## config.mk

```make
export PLATFORM = sky130hd
export DESIGN_NAME = spf_slave
export DESIGN_NICKNAME = d
export VERILOG_FILES = /design/src/spf_pkg.sv /design/src/spf_stream_if.sv /design/src/spf_edge.sv /design/src/spf_fifo.sv /design/src/spf_slave.sv
export SDC_FILE = /design/constraint.sdc
export NUM_CORES = 1
export LEC_CHECK = 0
export BUFFER_PORTS_ARGS = -buffer_cell sky130_fd_sc_hd__buf_4
export CAP_MARGIN = 20
export CORE_AREA = 8 8 142 144
export DETAILED_ROUTE_END_ITERATION = 12
export DIE_AREA = 0 0 150 152
export PLACE_DENSITY = 0.6
export SYNTH_ARGS = -nofsm -noshare
export SYNTH_HDL_FRONTEND = slang
export SYNTH_SLANG_ARGS = --single-unit
export TNS_END_PERCENT = 1
```

## constraint.sdc

```tcl
create_clock -name clk_i -period 2.9 [get_ports clk_i]
set_clock_uncertainty 0.05 [all_clocks]
set_input_delay 0.58 -clock clk_i [delete_from_list [all_inputs] [get_ports clk_i]]
set_output_delay 0.58 -clock clk_i [all_outputs]
set_load 0.02 [all_outputs]
```

## src/spf_pkg.sv

```systemverilog
// Purpose: Shared constants and types of the serial slave framing block
// Assumes: One 200 MHz clock; serial pins sampled as synchronous inputs
// Notes:   Header bit positions are fixed here and may be moved as one
package spf_pkg;

  localparam int unsigned BURST_W      = 8;
  localparam int unsigned ADDR_W       = 6;
  localparam int unsigned HDR_RW_BIT   = 7;
  localparam int unsigned HDR_ADDR_MSB = 5;
  localparam int unsigned MIN_BURSTS   = 3;
  localparam int unsigned MIN_PAYLOAD  = 2;
  localparam int unsigned FIFO_DEPTH   = 16;
  localparam int unsigned BYTE_CNT_W   = 8;

  localparam logic [2:0]         BIT_LAST    = 3'h7;
  localparam logic [2:0]         BIT_RST     = 3'h0;
  localparam logic [BURST_W-1:0] BYTE_RST    = 8'h00;
  localparam logic               MISO_RST    = 1'b0;

  typedef logic [BURST_W-1:0] spf_byte_t;
  typedef logic [ADDR_W-1:0]  spf_addr_t;

  typedef enum logic [4:0] {
    ST_OFF  = 5'h01,
    ST_IDLE = 5'h02,
    ST_HDR  = 5'h04,
    ST_WR   = 5'h08,
    ST_RD   = 5'h10
  } spf_state_e;

endpackage

```

## src/spf_stream_if.sv

```systemverilog
// Purpose: Valid/ready byte stream between the framing logic and its FIFO
// Assumes: Transfer on a clock edge where valid and ready are both high
// Notes:   Width is a parameter
`timescale 1ns/1ps
`default_nettype none
interface spf_stream_if #(
  parameter int unsigned WIDTH = 8
);
  logic             valid;
  logic             ready;
  logic [WIDTH-1:0] data;

  modport src (output valid, output data, input ready);
  modport snk (input valid, input data, output ready);
endinterface
`default_nettype wire

```

## src/spf_edge.sv

```systemverilog
// Purpose: Edge detector for a synchronous pin level
// Assumes: Input already synchronous to clk_i
// Notes:   Pulses last one cycle, in the cycle the new level is seen
`timescale 1ns/1ps
`default_nettype none
module spf_edge #(
  parameter logic IDLE_LVL = 1'b0
) (
  // Clock and reset
  input  wire logic clk_i,
  input  wire logic srst_i,
  // Level and edges
  input  wire logic sig_i,
  output logic      rise_o,
  output logic      fall_o
);
  logic prev_reg;

  always_ff @(posedge clk_i) begin
    if (srst_i) begin
      prev_reg <= IDLE_LVL;
    end else begin
      prev_reg <= sig_i;
    end
  end

  assign rise_o = sig_i & ~prev_reg;
  assign fall_o = ~sig_i & prev_reg;
endmodule
`default_nettype wire

```

## src/spf_fifo.sv

```systemverilog
// Purpose: Flip-flop FIFO with valid/ready on both sides
// Assumes: Depth is a power of two
// Notes:   Ready on the fill side drops honestly when full
`timescale 1ns/1ps
`default_nettype none
module spf_fifo #(
  parameter int unsigned WIDTH = 8,
  parameter int unsigned DEPTH = 16
) (
  // Clock and reset
  input  wire logic clk_i,
  input  wire logic srst_i,
  // Streams
  spf_stream_if.snk in_if,
  spf_stream_if.src out_if
);
  localparam int unsigned PW = $clog2(DEPTH);

  if (DEPTH < 2 || (DEPTH & (DEPTH - 1)) != 0 || WIDTH < 1) begin : g_bad_param
    $error("spf_fifo: DEPTH must be a power of two of at least 2");
  end

  logic [WIDTH-1:0] mem_reg [DEPTH];
  logic [PW-1:0]    wr_ptr_reg;
  logic [PW-1:0]    rd_ptr_reg;
  logic [PW:0]      cnt_reg;
  logic             push;
  logic             pop;

  assign in_if.ready  = (cnt_reg != (PW+1)'(DEPTH));
  assign out_if.valid = (cnt_reg != '0);
  assign out_if.data  = mem_reg[rd_ptr_reg];
  assign push         = in_if.valid & in_if.ready;
  assign pop          = out_if.valid & out_if.ready;

  always_ff @(posedge clk_i) begin
    if (push) begin
      mem_reg[wr_ptr_reg] <= in_if.data;
    end
  end

  always_ff @(posedge clk_i) begin
    if (srst_i) begin
      wr_ptr_reg <= '0;
      rd_ptr_reg <= '0;
      cnt_reg    <= '0;
    end else begin
      if (push) begin
        wr_ptr_reg <= wr_ptr_reg + PW'(1);
      end
      if (pop) begin
        rd_ptr_reg <= rd_ptr_reg + PW'(1);
      end
      case ({push, pop})
        2'b10:   cnt_reg <= cnt_reg + (PW+1)'(1);
        2'b01:   cnt_reg <= cnt_reg - (PW+1)'(1);
        default: cnt_reg <= cnt_reg;
      endcase
    end
  end
endmodule
`default_nettype wire

```

## src/spf_slave.sv

```systemverilog
// Purpose: Serial slave port framing: header decode, one-way payload, pin alternates
// Assumes: Serial clock far slower than clk_i; all pins synchronous to clk_i
// Notes:   Write payload leaves through a FIFO; read bytes are fetched per burst
//
// Summary of operation
// Chip select falling low starts a new framed transaction.
// A good frame holds at least three 8-bit bursts.
// First burst is the header on the host-out line: address and direction.
// Write moves payload host to device; read moves it device to host.
// Payload bursts are host-out write data or device-driven read data.
// Only one data line is meaningful in any burst.
// Payload holds at least two bytes.
// Payload byte count is always even; checked only up to 254 bytes, since the burst count saturates at 255.
// Chip select returning high ends the transaction.
// Alternate enable makes pin 2 show checksum-valid.
// Alternate enable makes pin 1 show out-of-idle.
// Active-low reset held low keeps the port off and clears it.
// Reset released enters idle with all port registers at default.
// Bursts shift most significant bit first on both lines.
// Sample on rising serial clock edge, change output on falling edge.
// Direction and address come from fixed header bit positions.
`timescale 1ns/1ps
`default_nettype none
module spf_slave #(
  parameter int unsigned DEPTH = spf_pkg::FIFO_DEPTH,
  parameter int unsigned CNT_W = spf_pkg::BYTE_CNT_W
) (
  // Clock and reset
  input  wire logic                 clk_i,
  input  wire logic                 srst_i,
  input  wire logic                 rst_n_i,
  // Serial port
  input  wire logic                 serial_clock_in_i,
  input  wire logic                 chip_sel_n_i,
  input  wire logic                 mosi_i,
  output logic                      miso_o,
  output logic                      miso_oe_o,
  // Header
  output logic                      hdr_valid_o,
  output spf_pkg::spf_addr_t        addr_o,
  output logic                      is_read_o,
  // Write payload stream
  output logic                      wr_valid_o,
  output spf_pkg::spf_byte_t        wr_data_o,
  input  wire logic                 wr_ready_i,
  output logic                      overrun_o,
  // Read payload source
  output logic                      rd_req_o,
  input  wire spf_pkg::spf_byte_t   rd_data_i,
  // Frame status
  output logic                      frame_done_o,
  output logic                      frame_ok_o,
  output logic                      device_off_o,
  // Alternate pin control and sources
  input  wire logic                 gpio_alt_en_i,
  input  wire logic                 crc_valid_i,
  input  wire logic                 radio_busy_i,
  // Checksum-valid pin
  input  wire logic                 crc_valid_pin_i,
  output logic                      crc_valid_pin_o,
  output logic                      crc_valid_pin_oe_o,
  input  wire logic                 crc_valid_pin_dout_i,
  input  wire logic                 crc_valid_pin_den_i,
  output logic                      crc_valid_pin_din_o,
  // Out-of-idle pin
  input  wire logic                 out_of_idle_pin_i,
  output logic                      out_of_idle_pin_o,
  output logic                      out_of_idle_pin_oe_o,
  input  wire logic                 out_of_idle_pin_dout_i,
  input  wire logic                 out_of_idle_pin_den_i,
  output logic                      out_of_idle_pin_din_o
);
  import spf_pkg::*;

  if (CNT_W < 2 || DEPTH < 2) begin : g_bad_param
    $error("spf_slave: CNT_W and DEPTH must be at least 2");
  end

  spf_state_e       state_reg;
  spf_state_e       state_next;
  logic             off;
  logic             sclk_rise;
  logic             sclk_fall;
  logic             cs_rise;
  logic             cs_fall;
  logic             in_frame;
  logic             byte_done;
  logic [2:0]       bit_cnt_reg;
  logic [CNT_W-1:0] byte_cnt_reg;
  spf_byte_t        rx_shift_reg;
  spf_byte_t        rx_next;
  spf_byte_t        tx_shift_reg;
  logic             miso_reg;
  logic             hdr_valid_reg;
  spf_addr_t        addr_reg;
  logic             is_read_reg;
  logic             frame_done_reg;
  logic             frame_ok_reg;
  logic             overrun_reg;
  logic             alt_out1_reg;
  logic             alt_oe1_reg;
  logic             alt_out2_reg;
  logic             alt_oe2_reg;
  logic             din1_reg;
  logic             din2_reg;

  spf_stream_if #(.WIDTH(BURST_W)) push_if ();
  spf_stream_if #(.WIDTH(BURST_W)) pop_if ();

  function automatic logic frame_good(input logic [CNT_W-1:0] n, input logic [2:0] b);
    frame_good = (b == BIT_RST) && (n >= CNT_W'(MIN_BURSTS)) && n[0];
  endfunction

  // Off while either reset is active
  assign off = srst_i | ~rst_n_i;

  spf_edge #(.IDLE_LVL(1'b0)) u_sclk_edge (
    .clk_i  (clk_i),
    .srst_i (off),
    .sig_i  (serial_clock_in_i),
    .rise_o (sclk_rise),
    .fall_o (sclk_fall)
  );

  spf_edge #(.IDLE_LVL(1'b1)) u_cs_edge (
    .clk_i  (clk_i),
    .srst_i (off),
    .sig_i  (chip_sel_n_i),
    .rise_o (cs_rise),
    .fall_o (cs_fall)
  );

  assign in_frame  = (state_reg == ST_HDR) || (state_reg == ST_WR) || (state_reg == ST_RD);
  assign byte_done = in_frame && !chip_sel_n_i && sclk_rise && (bit_cnt_reg == BIT_LAST);
  assign rx_next   = {rx_shift_reg[BURST_W-2:0], mosi_i};

  always_comb begin
    state_next = state_reg;
    case (state_reg)
      ST_OFF: begin
        state_next = ST_IDLE;
      end
      ST_IDLE: begin
        if (cs_fall) begin
          state_next = ST_HDR;
        end
      end
      ST_HDR: begin
        if (cs_rise) begin
          state_next = ST_IDLE;
        end else if (byte_done) begin
          state_next = rx_next[HDR_RW_BIT] ? ST_RD : ST_WR;
        end
      end
      ST_WR, ST_RD: begin
        if (cs_rise) begin
          state_next = ST_IDLE;
        end
      end
      default: begin
        state_next = ST_OFF;
      end
    endcase
  end

  always_ff @(posedge clk_i) begin
    if (off) begin
      state_reg <= ST_OFF;
    end else begin
      state_reg <= state_next;
    end
  end

  // Bit and burst counters, restarted at each frame start
  always_ff @(posedge clk_i) begin
    if (off || cs_fall) begin
      bit_cnt_reg  <= BIT_RST;
      byte_cnt_reg <= '0;
    end else if (in_frame && !chip_sel_n_i && sclk_rise) begin
      bit_cnt_reg <= bit_cnt_reg + 3'h1;
      if (byte_done && byte_cnt_reg != '1) begin
        byte_cnt_reg <= byte_cnt_reg + CNT_W'(1);
      end
    end
  end

  // Host-out sampling on rising edges only
  always_ff @(posedge clk_i) begin
    if (off) begin
      rx_shift_reg <= BYTE_RST;
    end else if ((state_reg == ST_HDR || state_reg == ST_WR) && sclk_rise) begin
      rx_shift_reg <= rx_next;
    end
  end

  always_ff @(posedge clk_i) begin
    if (off) begin
      hdr_valid_reg <= 1'b0;
      addr_reg      <= '0;
      is_read_reg   <= 1'b0;
    end else begin
      hdr_valid_reg <= (state_reg == ST_HDR) && byte_done && !cs_rise;
      if ((state_reg == ST_HDR) && byte_done) begin
        addr_reg    <= rx_next[HDR_ADDR_MSB -: ADDR_W];
        is_read_reg <= rx_next[HDR_RW_BIT];
      end
    end
  end

  // Write payload into the FIFO; host-out ignored during reads
  assign push_if.valid = (state_reg == ST_WR) && byte_done;
  assign push_if.data  = rx_next;

  always_ff @(posedge clk_i) begin
    if (off) begin
      overrun_reg <= 1'b0;
    end else begin
      overrun_reg <= push_if.valid && !push_if.ready;
    end
  end

  // Read bytes fetched at each burst boundary
  assign rd_req_o = byte_done && !cs_rise &&
                    ((state_reg == ST_HDR && rx_next[HDR_RW_BIT]) || state_reg == ST_RD);

  always_ff @(posedge clk_i) begin
    if (off || state_next == ST_IDLE) begin
      tx_shift_reg <= BYTE_RST;
      miso_reg     <= MISO_RST;
    end else if (rd_req_o) begin
      tx_shift_reg <= rd_data_i;
    end else if (state_reg == ST_RD && sclk_fall) begin
      miso_reg     <= tx_shift_reg[BURST_W-1];
      tx_shift_reg <= {tx_shift_reg[BURST_W-2:0], 1'b0};
    end
  end

  assign miso_o    = miso_reg;
  assign miso_oe_o = (state_reg == ST_RD);

  // Frame check at chip select release
  always_ff @(posedge clk_i) begin
    if (off) begin
      frame_done_reg <= 1'b0;
      frame_ok_reg   <= 1'b0;
    end else begin
      frame_done_reg <= in_frame && cs_rise;
      if (in_frame && cs_rise) begin
        frame_ok_reg <= frame_good(byte_cnt_reg, bit_cnt_reg);
      end
    end
  end

  // Pin alternates; outputs float while off
  always_ff @(posedge clk_i) begin
    if (off) begin
      alt_out2_reg <= 1'b0;
      alt_oe2_reg  <= 1'b0;
      alt_out1_reg <= 1'b0;
      alt_oe1_reg  <= 1'b0;
      din1_reg     <= 1'b0;
      din2_reg     <= 1'b0;
    end else begin
      alt_out2_reg <= gpio_alt_en_i ? crc_valid_i : crc_valid_pin_dout_i;
      alt_oe2_reg  <= gpio_alt_en_i | crc_valid_pin_den_i;
      alt_out1_reg <= gpio_alt_en_i ? radio_busy_i : out_of_idle_pin_dout_i;
      alt_oe1_reg  <= gpio_alt_en_i | out_of_idle_pin_den_i;
      din1_reg     <= out_of_idle_pin_i;
      din2_reg     <= crc_valid_pin_i;
    end
  end

  spf_fifo #(.WIDTH(BURST_W), .DEPTH(DEPTH)) u_fifo (
    .clk_i  (clk_i),
    .srst_i (off),
    .in_if  (push_if),
    .out_if (pop_if)
  );

  assign wr_valid_o            = pop_if.valid;
  assign wr_data_o             = pop_if.data;
  assign pop_if.ready          = wr_ready_i;
  assign overrun_o             = overrun_reg;
  assign hdr_valid_o           = hdr_valid_reg;
  assign addr_o                = addr_reg;
  assign is_read_o             = is_read_reg;
  assign frame_done_o          = frame_done_reg;
  assign frame_ok_o            = frame_ok_reg;
  assign device_off_o          = (state_reg == ST_OFF);
  assign crc_valid_pin_o       = alt_out2_reg;
  assign crc_valid_pin_oe_o    = alt_oe2_reg;
  assign crc_valid_pin_din_o   = din2_reg;
  assign out_of_idle_pin_o     = alt_out1_reg;
  assign out_of_idle_pin_oe_o  = alt_oe1_reg;
  assign out_of_idle_pin_din_o = din1_reg;
endmodule
`default_nettype wire

```

==> flow_metrics.tcl <==
set metrics [dict create \
    r2r_slack_ps -20 \
    synth_fp_nets 563 \
    grt_pass1_vias 4655 \
    post-dp-hpwl_um 10900 \
    synth_seq_area_share_pct 65.9 \
    netlist_area_um2 7900 \
    fin_nets 634 \
    r2r-start "state_reg[1]" \
    area_growth_pct 18.8 \
    multi_input_area_um2 2590 \
    nFillCells 1470 \
    switching_share_pct 20.8 \
    worstSetupPathType "flip-flop to flip-flop" \
    hold_start "crc_valid_pin_den_i" \
    seqCellArea_um2 5210 \
    fmax_mhz 342 \
    grt_setup_unrepaired "yes" \
    fin_area_um2 9380 \
    postSynthAreaPerCell_um2 15.0 \
    hold_ws_ps 301 \
    fin_crit_sh_pct 101 \
    ys_seq_elements 196 \
    grt_antenna_before_repair 0 \
    slew_headroom_pct 43.9 \
    antenna_left 0 \
    setup_slack_ps -19.8 \
    fin_crit_ps 2920 \
    clock_latency_ps 430 \
    cp.arrival_ps 3210 \
    synth_cells 525 \
    clk_pin_slew_ps 70 \
    hold_viol_final 0 \
    p_sw_mw 1.10 \
    dr.first_iter.drc_count 261 \
    combPwrFrac_pct 1.7 \
    clock_sinks 196 \
    holdPathEnd "crc_valid_pin_oe_o" \
    crit_fanout 7 \
    finalWirelength_um 16300 \
    setup-tns-final_ps -19.8 \
    p_int_mw 4.22 \
    hold_buffers 0 \
    via_per_inst 5.32 \
    yosys_warnings 0 \
    place.gp.congestion 0.811 \
    h-tree-depth 4 \
    wl_per_cell_um 19.5 \
    core_area_um2 17800 \
    finalNonFillerCells 838 \
    critical-path-top-delay-family "simple AND/OR/NAND/NOR gates" \
    powerDensity_nw_per_um2 567 \
    clock_path_buffers 2 \
    maxCapViolCount 0 \
    n_antenna_cell 0 \
    layout-drive-gt1-share_pct 27.6 \
    die_width_um 150 \
    dpl_cell_area_um2 8620 \
    max_stage_delay_ps 410 \
    violations "negative setup slack" \
    power_frac_seq_pct 55.4 \
    grt_max_degree 33 \
    port_buffers 53 \
    postLayoutCoreUtil_pct 52.8 \
    slowest_stage "or3_4" \
    dieArea_um2 22800 \
    post-place-cells 800 \
    grt_pass1_wl_um 25500 \
    final_common_cell "edfxtp_1" \
    setup_viol 1 \
    crit_chain "or3_4, a2111oi_4, and3_4, inv_1, ha_4, ha_4, nor2b_4, o21ai_2, nor4b_2, or3_1, a21oi_2" \
    clockPowerShare_pct 42.9 \
    cts-buffers-inserted 17 \
    irDropWorstVdd_mv 0.378 \
    synth_cell_types 51 \
    rr_worst_depth 11 \
    endpoint_kind "flip-flop" \
    num_rows 49 \
    slew_violations 0 \
    status "complete, but fails checks" \
    layout_common_cells "edfxtp_1 (128), dfxtp_1 (64), buf_4 (63)" \
    worstSetupStartpointType "flip-flop" \
    hold_depth 3 \
    timing.rr.end "u_fifo.cnt_reg[4]" \
    hp-class "input port to flip-flop" \
    crit_top_cell "ha_4" \
    largest_reg_flops 128 \
    cts_tree "yes" \
    cp.required_ps 3190 \
    start_util_pct 44.4 \
    worstMarginPinSlew_ps 841 \
    firstDrtPassIters 4 \
    p_leak_nw 3.46 \
    critPathBufInv 1 \
    gr-total-overflow 0 \
    route.vias.total 4460 \
    die_y_um 152 \
    root_buffer "clkbuf_16" \
    grt.total_usage_pct 14.7 \
    drc 0 \
    io_pins 54 \
]
Yosys cell counts, drive strengths merged:
library cell  instances  share of area (%)
edfxtp              128                 49
dfxtp                68                 17
nor2                 52                2.5
mux4                 40                 11
nand2                37                1.8
a21oi                22                1.4
and3                 18                1.4
mux2i                14                1.8
xor2                 14                1.6
clkbuf               13               0.62
ha                   13                2.1
inv                  13               0.62
buf                  10               0.92
nand4                10               0.79
a22oi                 9               0.86
nand3                 7               0.44
nor2b                 6               0.48
and2                  5               0.40
nor3                  5               0.32
a211oi                4               0.44
nand2b                4               0.32
or3                   4               0.38
nor4                  3               0.32
o21ai                 3               0.19
xnor2                 3               0.33
nand3b                2               0.19
nor4b                 2               0.41
o2bb2ai               2               0.30
o31ai                 2               0.19
a2111oi               1               0.35
a21boi                1              0.095
a21o                  1              0.095
a221oi                1               0.11
a31oi                 1              0.079
and4                  1               0.11
fa                    1               0.25
mux2                  1               0.14
nand4bb               1               0.14
nor3b                 1              0.095
nor4bb                1               0.13
or2b                  1              0.095
power by group through the flow:
stage,registers [mW],logic (mW),clock network (mW)
after floorplan,3.02,0.0353,0
after global placement,3.01,0.0870,0
after detailed placement,3.01,0.0891,0
after global routing,2.95,0.0968,2.45
final,2.95,0.0896,2.28
after CTS,2.95,0.0891,2.33
worst max path at each step:
stage / to / cells after the start / start / slack (ps)
after CTS: wr_data_o[2] / 4 / flip-flop / -20
after detailed placement: u_fifo.cnt_reg[4] / 12 / chip_sel_n_i / -80
after floorplan: u_fifo.cnt_reg[4] / 13 / chip_sel_n_i / 20
after global placement: u_fifo.cnt_reg[4] / 12 / chip_sel_n_i / 50
after global routing: u_fifo.cnt_reg[4] / 11 / state_reg[1] / -90
final: u_fifo.cnt_reg[4] / 11 / state_reg[1] / -20
per-layer routing:
layer  track usage (%)  share of wire, %  vias to the layer above
met3              3.39               4.7                       17
met4              5.14               1.3                        0
met2              24.6                50                       96
met5                 0                 0                        -
met1              18.2                44                     2212
li1                  -                 -                     2135
area by class of cell:
class | count | area share [%]
Sequential cell | 196 | 55.6
Multi-Input combinational cell | 293 | 27.6
Clock buffer | 20 | 5.11
Tap cell | 229 | 3.05
Clock inverter | 12 | 1.15
Timing Repair Buffer | 75 | 7.02
Inverter | 13 | 0.520
tightest hold or removal path, cell delays in order:
cell,delay [ps]
buf_4,80
nor2_1,30
nor2_1,60
stage by stage:
step | setup slack, ps | power, mW
after floorplan | 21.4 | 3.05
after global placement | 46.9 | 3.10
after detailed placement | -82.2 | 3.10
after CTS | -18.7 | 5.37
after global routing | -94.9 | 5.49
final | -19.8 | 5.32
logic make-up after synthesis:
logic type      Yosys count  synth area share [%]
buf+inv                  36                  2.16
flops                   196                  65.9
fa+ha+maj                14                  2.31
mux                      55                  13.3
compound gates           47                  4.10
simple gates            160                  10.3
xor+xnor                 17                  1.89
what timing repair did:
action / CTS / global route
endpoints found under the setup margin: 9 / 9
gates cloned: 2 / 0
resized for setup: 11 / 14
setup buffers: 0 / 4
pin swaps: 0 / 4
Note: power is estimated with default switching activity, not from simulation.
